<file path="config.mk">
export PLATFORM = sky130hd
export DESIGN_NAME = qei_position_control
export DESIGN_NICKNAME = d
export VERILOG_FILES = /design/src/design/qei_ctrl_pkg.sv /design/src/design/qei_home_tracker.sv /design/src/design/qei_position_control.sv
export SDC_FILE = /design/constraint.sdc
export NUM_CORES = 1
export LEC_CHECK = 0
export BUFFER_PORTS_ARGS = -buffer_cell sky130_fd_sc_hd__buf_4
export CAP_MARGIN = 10
export CORE_MARGIN = 1
export CORE_UTILIZATION = 40
export CTS_BUF_LIST = sky130_fd_sc_hd__clkbuf_8
export CTS_CLUSTER_DIAMETER = 120
export DETAILED_ROUTE_END_ITERATION = 10
export PLACE_DENSITY_LB_ADDON = 0.2
export SYNTH_ARGS = -nofsm -noshare
export SYNTH_HDL_FRONTEND = slang
export SYNTH_SLANG_ARGS = --single-unit
</file>
<file path="constraint.sdc">
create_clock -name clk -period 4.8 [get_ports clk]
set_clock_uncertainty 0.2 [all_clocks]
set_input_delay 0.48 -clock clk [delete_from_list [all_inputs] [get_ports clk]]
set_output_delay 0.48 -clock clk [all_outputs]
set_load 0.02 [all_outputs]
</file>
<file path="src/design/qei_ctrl_pkg.sv">
package qei_ctrl_pkg;
    // ------------------------------------------------------------
    // register map
    // ------------------------------------------------------------
    localparam logic [3:0] ADDR_CONTROL = 4'h0;
    localparam logic [3:0] ADDR_INIT_VALUE = 4'h1;
    localparam logic [3:0] ADDR_GE_COMPARE = 4'h2;
    localparam logic [3:0] ADDR_POSITION = 4'h3;
    localparam logic [3:0] ADDR_STATUS = 4'h4;
    // ------------------------------------------------------------
    // control fields
    // ------------------------------------------------------------
    localparam int BIT_ENABLE = 15;
    localparam int BIT_IDLE_STOP = 13;
    localparam int BIT_MODE_LO = 10;
    localparam int BIT_B_LEVEL = 9;
    localparam int BIT_A_LEVEL = 8;
    localparam logic [15:0] CONTROL_WMASK = 16'hbf7f;
    localparam logic [15:0] CONTROL_RESET = 16'h0000;
    localparam logic [15:0] UNMAPPED_READ = 16'h0000;
    // ------------------------------------------------------------
    // init modes
    // ------------------------------------------------------------
    localparam logic [2:0] MODE_NONE = 3'h0;
    localparam logic [2:0] MODE_RESET_EVERY = 3'h1;
    localparam logic [2:0] MODE_LOAD_NEXT = 3'h2;
    localparam logic [2:0] MODE_LOAD_HOME1 = 3'h3;
    localparam logic [2:0] MODE_LOAD_HOME2 = 3'h4;
    localparam logic [2:0] MODE_RESET_GE = 3'h5;
    localparam logic [2:0] MODE_MODULO = 3'h6;
    localparam logic [2:0] MODE_RESERVED = 3'h7;
    // home tracker states, gray along the path
    typedef enum logic [1:0]
    {
        HOME_WAIT = 2'b00,
        HOME_SEEN = 2'b01,
        HOME_IDX1 = 2'b11,
        HOME_DONE = 2'b10
    } home_state_type;
endpackage : qei_ctrl_pkg

</file>
<file path="src/design/qei_home_tracker.sv">
`timescale 1ns/1ps
`default_nettype none
module qei_home_tracker
(
    input wire logic clk,
    input wire logic rst,
    input wire logic run,
    input wire logic home_rise,
    input wire logic index_event,
    output qei_ctrl_pkg::home_state_type state
);
    // ------------------------------------------------------------
    // counts index events after the latest home event
    // ------------------------------------------------------------
    always_ff @(posedge clk)
    begin
        if (rst)
            state <= qei_ctrl_pkg::HOME_WAIT;
        else if (run)
        begin
            if (home_rise)
                state <= qei_ctrl_pkg::HOME_SEEN;
            else if (index_event)
            begin
                case (state)
                    qei_ctrl_pkg::HOME_SEEN: state <= qei_ctrl_pkg::HOME_IDX1;
                    qei_ctrl_pkg::HOME_IDX1: state <= qei_ctrl_pkg::HOME_DONE;
                    default: state <= state;
                endcase
            end
        end
    end
endmodule : qei_home_tracker
`default_nettype wire

</file>
<file path="src/design/qei_position_control.sv">
// Overview of operation
// - enable bit set: counter follows encoder phases
// - enable clear: counter frozen, registers still readable and writable
// - control bits 14 and 7 read zero, writes ignored
// - idle stop set: counter halts while device idles
// - mode 000: index leaves position untouched
// - mode 001: every index resets position
// - mode 010: next index loads init value
// - mode 011: first index after home loads init value
// - mode 100: second index after home loads init value
// - mode 101: position equal to compare register resets it
// - mode 110: modulo counting; 111 reserved, software avoids it
// - phase B level qualifying index chosen by B match bit
// - phase A level qualifying index chosen by A match bit
`timescale 1ns/1ps
`default_nettype none
module qei_position_control
#(
    parameter int WIDTH = 16
)
(
    input wire logic clk,
    input wire logic rst,
    input wire logic [3:0] addr,
    input wire logic [15:0] wdata,
    input wire logic wr,
    input wire logic rd,
    output logic [15:0] rdata,
    input wire logic device_idle,
    input wire logic phase_a_input,
    input wire logic phase_b_input,
    input wire logic index_input,
    input wire logic home_input,
    output logic [WIDTH-1:0] position,
    output logic index_seen,
    output logic counting
);
    // ------------------------------------------------------------
    // elaboration check
    // ------------------------------------------------------------
    if (WIDTH != 16)
    begin : g_width_check
        $error("qei_position_control supports WIDTH 16 only");
    end

    logic [15:0] control_r;
    logic [WIDTH-1:0] init_value_r;
    logic [WIDTH-1:0] ge_compare_r;
    logic a_prev_r;
    logic b_prev_r;
    logic index_prev_r;
    logic home_prev_r;
    logic run;
    logic index_match;
    logic index_event;
    logic home_rise;
    logic step_up;
    logic step_dn;
    logic [2:0] mode;
    logic [WIDTH-1:0] position_nxt;
    qei_ctrl_pkg::home_state_type home_state;

    // ------------------------------------------------------------
    // register writes
    // ------------------------------------------------------------
    always_ff @(posedge clk)
    begin
        if (rst)
            control_r <= qei_ctrl_pkg::CONTROL_RESET;
        else if (wr && addr == qei_ctrl_pkg::ADDR_CONTROL)
            control_r <= wdata & qei_ctrl_pkg::CONTROL_WMASK;
    end

    always_ff @(posedge clk)
    begin
        if (rst)
        begin
            init_value_r <= '0;
            ge_compare_r <= '0;
        end
        else if (wr)
        begin
            // writes land whether or not the counter runs
            if (addr == qei_ctrl_pkg::ADDR_INIT_VALUE)
                init_value_r <= wdata;
            if (addr == qei_ctrl_pkg::ADDR_GE_COMPARE)
                ge_compare_r <= wdata;
        end
    end

    // ------------------------------------------------------------
    // run qualification and event detection
    // ------------------------------------------------------------
    assign mode = control_r[qei_ctrl_pkg::BIT_MODE_LO +: 3];
    assign run = control_r[qei_ctrl_pkg::BIT_ENABLE]
        && !(control_r[qei_ctrl_pkg::BIT_IDLE_STOP] && device_idle);
    assign index_match = (phase_b_input == control_r[qei_ctrl_pkg::BIT_B_LEVEL])
        && (phase_a_input == control_r[qei_ctrl_pkg::BIT_A_LEVEL]);
    // rising edge so a long index pulse counts once
    assign index_event = index_input && !index_prev_r && index_match;
    assign home_rise = home_input && !home_prev_r;

    // quadrature decode: one step per single phase edge, no step when both phases change in one cycle
    always_comb
    begin
        step_up = 1'b0;
        step_dn = 1'b0;
        if ((phase_a_input != a_prev_r) || (phase_b_input != b_prev_r))
        begin
            if ((phase_a_input != a_prev_r) && (phase_b_input != b_prev_r))
            begin
                step_up = 1'b0;
            end
            else if (phase_a_input != a_prev_r)
                step_up = (phase_a_input != phase_b_input);
            else
                step_dn = (phase_a_input != phase_b_input);
            if ((phase_a_input != a_prev_r) && (phase_b_input == b_prev_r))
                step_dn = !step_up;
            if ((phase_b_input != b_prev_r) && (phase_a_input == a_prev_r))
                step_up = !step_dn;
        end
    end

    always_ff @(posedge clk)
    begin
        if (rst)
        begin
            a_prev_r <= 1'b0;
            b_prev_r <= 1'b0;
            index_prev_r <= 1'b0;
            home_prev_r <= 1'b0;
        end
        else
        begin
            a_prev_r <= phase_a_input;
            b_prev_r <= phase_b_input;
            index_prev_r <= index_input;
            home_prev_r <= home_input;
        end
    end

    qei_home_tracker u_home
    (
        .clk(clk),
        .rst(rst),
        .run(run),
        .home_rise(home_rise),
        .index_event(index_event),
        .state(home_state)
    );

    // ------------------------------------------------------------
    // position counter
    // ------------------------------------------------------------
    always_comb
    begin
        position_nxt = position;
        if (step_up)
        begin
            if (mode == qei_ctrl_pkg::MODE_MODULO && position == ge_compare_r)
                position_nxt = init_value_r;
            else
                position_nxt = position + 1'b1;
        end
        else if (step_dn)
        begin
            if (mode == qei_ctrl_pkg::MODE_MODULO && position == init_value_r)
                position_nxt = ge_compare_r;
            else
                position_nxt = position - 1'b1;
        end
        case (mode)
            qei_ctrl_pkg::MODE_NONE: position_nxt = position_nxt;
            qei_ctrl_pkg::MODE_RESET_EVERY:
                if (index_event)
                    position_nxt = '0;
            qei_ctrl_pkg::MODE_LOAD_NEXT:
                if (index_event)
                    position_nxt = init_value_r;
            qei_ctrl_pkg::MODE_LOAD_HOME1:
                if (index_event && !home_rise && home_state == qei_ctrl_pkg::HOME_SEEN)
                    position_nxt = init_value_r;
            qei_ctrl_pkg::MODE_LOAD_HOME2:
                if (index_event && !home_rise && home_state == qei_ctrl_pkg::HOME_IDX1)
                    position_nxt = init_value_r;
            qei_ctrl_pkg::MODE_RESET_GE:
                if (position == ge_compare_r)
                    position_nxt = '0;
            default: position_nxt = position_nxt;
        endcase
    end

    always_ff @(posedge clk)
    begin
        if (rst)
            position <= '0;
        else if (run)
            position <= position_nxt;
    end

    always_ff @(posedge clk)
    begin
        if (rst)
        begin
            index_seen <= 1'b0;
            counting <= 1'b0;
        end
        else
        begin
            index_seen <= run && index_event;
            counting <= run;
        end
    end

    // ------------------------------------------------------------
    // register reads
    // ------------------------------------------------------------
    always_ff @(posedge clk)
    begin
        if (rst)
            rdata <= qei_ctrl_pkg::UNMAPPED_READ;
        else if (rd)
        begin
            case (addr)
                qei_ctrl_pkg::ADDR_CONTROL: rdata <= control_r;
                qei_ctrl_pkg::ADDR_INIT_VALUE: rdata <= init_value_r;
                qei_ctrl_pkg::ADDR_GE_COMPARE: rdata <= ge_compare_r;
                qei_ctrl_pkg::ADDR_POSITION: rdata <= position;
                qei_ctrl_pkg::ADDR_STATUS: rdata <= {13'h0000, home_state, run};
                default: rdata <= qei_ctrl_pkg::UNMAPPED_READ;
            endcase
        end
        else
            rdata <= qei_ctrl_pkg::UNMAPPED_READ;
    end
endmodule : qei_position_control
`default_nettype wire

</file>
After elaboration in Yosys (flattened, before gate mapping). Cells that the tools add are included.

Add/subtract/negate cells: 2. Eq/ne operators: 21. Muxes and demuxes: 24. Bitwise logic cells: 1. Reductions and logical operators: 30.

Operator list (count): one-hot mux 16 bit (5 select lines) (2); two-way mux 16 bit (9); == test 16 bit (2); adder 16 x 1 -> 16 bit (second input constant) (1); logical AND 1 bit (16); subtractor 16 x 1 -> 16 bit (second input constant) (1); two-way mux 1 bit (10); == test 3 bit (second input constant) (3); == test 4 x 2 -> 1 bit (second input constant) (2); == test 3 x 2 -> 1 bit (second input constant) (2); logical NOT 1 bit (6); == test 1 bit (4); == test 4 x 1 -> 1 bit (second input constant) (1); == test 4 x 3 -> 1 bit (second input constant) (1); logical NOT 4 bit (1); two-way mux 2 bit (2); one-hot mux 2 bit (2 select lines) (1); AND reduction 2 bit (2); == test 3 x 1 -> 1 bit (second input constant) (1); != test 1 bit (3); AND reduction 3 bit (1); nonzero test 3 bit (1); == test 2 x 1 -> 1 bit (second input constant) (1); == test 2 bit (second input constant) (1); 4 further kinds (4).

Bits in registers: 86. Bits of input ports: 29. Output and inout bits: 34. Logic and storage cells: 90.

Logic depth before layout (Yosys ltp).
Word-level depth: 13. Depth in mapped cells: 10. Gate-level depth less buffers: 9.

Cells and area by module. Synthesis repeated with hierarchy kept, for this count alone.

Cells, all modules: 673. Area total of the unflattened synthesis: 5092.4 um^2.

Modules (own cells, without submodules): qei_position_control (instances 1, cells each 666, area each 5013.6 um^2, seq. area each 1681.6 um^2); qei_home_tracker (instances 1, cells each 7, area each 78.8 um^2, seq. area each 40.0 um^2).

Worst setup path before layout. Ideal clock, no wire load.

Path type: register to register. Start point: register position[4]. End point: register position[9]. Library setup time: 0.070 ns. Arrival: 2.200 ns. Required time: 4.530 ns. Slack: 2.330 ns. Cell stages (with the launch flop): 10. Buffers on the path: 2. Period minus slack after synthesis: 2.470 ns. Path through: dfxtp_1 buf_2 xnor2_1 nand4_1 nor4_4 nand2_2 buf_6 mux2i_1 a2111o_1 a21oi_1.

Cells in the longest elaborated chain, start to end: 7. Elaborated cells between the ends (all ways): 16. Classes of those cells: add/sub (2); eq/ne (2); mux (10); reduce/logical (2).

RTL lines: from (decl) (line qei_position_control.sv:34) `output logic [WIDTH-1:0] position,`; from (signal assigned) (line qei_position_control.sv:199) `position <= position_nxt;`; branches (longest 6 deep; another with subtractor 16 x 1 -> 16 bit); one-hot mux 16 bit (5 select lines) (*) (line qei_position_control.sv:173) `case (mode)`.

Every way passes the cells marked *. A chain may end at the register's enable or synchronous reset.

Final worst setup path.
Start point: register position[2]. End point: register position[14].

Same word-level chain as after synthesis.

==> results.cfg <==
[timing]
fin_ws_ns = 1.52
rsz0062_at_grt = false
period_share = 0.684
min_period_ns = 3.28
worst_pin_slew_ns = 1.06
setup_viol = 0
fmax_ghz = 0.305
hold_violations = 0
setup_tns_ns = 0
slew_headroom = 0.292
maxSlewViolCount = 0

[route]
totalWireLength_um = 19000
ant_nets = 0
drc = 0
wl_per_cell_um = 21.8
drt_iter0_drc = 545
drt_pass1_iterations = 8
viasPerCell = 6.07
num_vias = 5299

[critical_path]
endpoint_kind = flop
r2r_start = position[2]$_SDFFE_PP0P_
required_ns = 4.84
crit_family = simple AND/OR/NAND/NOR gates
slowest_stage = dfxtp_1
path_cells = xnor2_1, nand4_1, nor4_4, nand2_2, a221o_1, a221oi_2, a2111oi_2
critPathKind = flop to flop
reg2reg_slack_ns = 1.52
r2r-end = position[14]$_SDFFE_PP0P_
r2r_cells = 7
crit_fanout = 15
crit_buf_inv = 0
max_stage_delay_ns = 0.74
cp-start-kind = flop
crit_arrival_ns = 3.32

[clock_tree]
clock_latency_ns = 0.39
cts_tree = done
postCtsSetupBuffers = 0
root_buffer = clkbuf_8
cts_resized = 0
ctsHoldBuffers = 0
path_clk_slew_ns = 0.10
cts_buffers = 9
clock-sinks = 86
h-tree-depth = 3
clock_path_buffers = 2

[synth]
seq_area_frac_synth = 0.320
syn-num-nets = 707
synth.largest_area_cell = dfxtp_1
synth_top_area_frac = 0.320
syn_area_per_cell_um2 = 7.95
synth-main-ff-cell = dfxtp_1
syn_inst = 676
synth-edff-count = 0
netlist_area_um2 = 5380
synth_area_leaders = dfxtp_1, nand2_1, a21oi_1
yosys_warnings = 0
async_flop_share = 0
ys_seq_elements = 86
synth.distinct_cells = 69

[power_and_ir_drop]
power_leakage_uw = 0.00205
p_per_area_nw_per_um2 = 245
peakVddDrop_mv = 0.190
power_uw = 1470

[finish]
final_common_cell = nand2_1
final_cell_mix = nand2_1, dfxtp_1, a21oi_1, buf_4, xnor2_1
fin_nets = 727
drive_gt1_frac = 0.170
antennaDiodeCount = 0
area_delta_synth_final_pct = 11.8

[outcome]
status = completed

[die]
core-area_um2 = 12900
start_util = 0.417
fp.dieW_um = 118
core.rowCount = 41
dieArea_um2 = 13900
boundaryPins = 63
die_y_um = 118

[global_routing]
grt_pass1_wl_um = 29700
overflow = 0
grt_pass1_vias = 5007
grtUsageTotal = 0.278
antenna_found_initial = 0
grt_max_degree = 63

[placed_design]
numPortBuffers = 62
pre_cts_ws_ns = 1.62
hpwl_um = 13500
place.gp.congestion = 0.916

[hold_path]
min_path_cells = 2
hold_class = input pin to flop
whs_endpoint = index_prev_r$_SDFF_PP0_
min_from = index_input

[job]
maxCapViolations = 0
==> power breakdown <==
group	leakage, uW	internal [uW]	switching [uW]
sequential	0.000695	721	15.1
clock	0.000105	259	291
combinational	0.00125	68.8	116
==> cells by family (layout without fill, tap and decap cells) <==
family / after synthesis / in the layout / share of synthesized area
buf+inv: 66 / 91 / 0.0638
flops: 86 / 86 / 0.320
compound gates: 187 / 187 / 0.233
xor+xnor: 56 / 56 / 0.0954
mux: 22 / 22 / 0.0440
fa+ha+maj: 2 / 2 / 0.00465
simple gates: 257 / 257 / 0.238
==> area by class of cell <==
class	count	area, um^2
fill	1317	6870
tap	172	215
multi-input combinational	524	3330
sequential	86	1720
inverter	7	26.3
timing repair buffer	68	510
clock inverter	6	67.6
clock buffer	10	138
==> cells in the mapped netlist (4+ instances only) <==
cell type  count
xor2_1        11
mux2i_1        9
a21oi_1       85
a221oi_1       5
a32oi_1        5
o21ai_1        7
nor2_1        25
and2_1        11
buf_6          8
a21o_1         5
xnor2_1       42
a222oi_1      16
mux2_2        13
nand2_1      131
clkbuf_1      37
inv_1          7
nor2b_1        6
o21ai_0       11
nor4_1         7
nand2b_1       4
nand3_1       17
a211oi_1       5
nor3_1        12
buf_2         11
o22ai_1        7
a22oi_1        7
dfxtp_1       86
nand4_1       12
o21a_1         6
==> per-stage QoR <==
stage	cells	hold slack [ns]	util	area, um^2
after CTS	873	0.108	0.467	6010
after detailed placement	857	0.248	0.451	5800
after floorplan	676	0.236	-	5380
after global placement	857	0.245	0.451	5800
after global routing	873	0.121	0.467	6010
final	873	0.114	0.467	6010
==> worst max-delay path by stage <==
stage                             startpoint                         to  cells after the start
global route        position[2]$_SDFFE_PP0P_  position[14]$_SDFFE_PP0P_                      7
global placement    position[9]$_SDFFE_PP0P_  position[14]$_SDFFE_PP0P_                      7
floorplan           position[4]$_SDFFE_PP0P_   position[9]$_SDFFE_PP0P_                      9
CTS                 position[2]$_SDFFE_PP0P_  position[14]$_SDFFE_PP0P_                      7
detailed placement  position[2]$_SDFFE_PP0P_  position[14]$_SDFFE_PP0P_                      7
finish              position[2]$_SDFFE_PP0P_  position[14]$_SDFFE_PP0P_                      7
==> flip-flops by register name, indices dropped and copies added, names as in the netlist, 2 cells and up <==
name and cells:
rdata 16, init_value_r 16, position 16, u_home.state 2, control_r 14, ge_compare_r 16
==> per-layer routing <==
metal / vias up / part of all wire / track usage
li1: 2480 / - / -
met2: 268 / 0.45 / 0.418
met1: 2522 / 0.43 / 0.389
met5: - / 0 / 0
met4: 0 / 0.022 / 0.0962
met3: 29 / 0.090 / 0.0615
No activity file was read; power rests on OpenSTA's default activity.
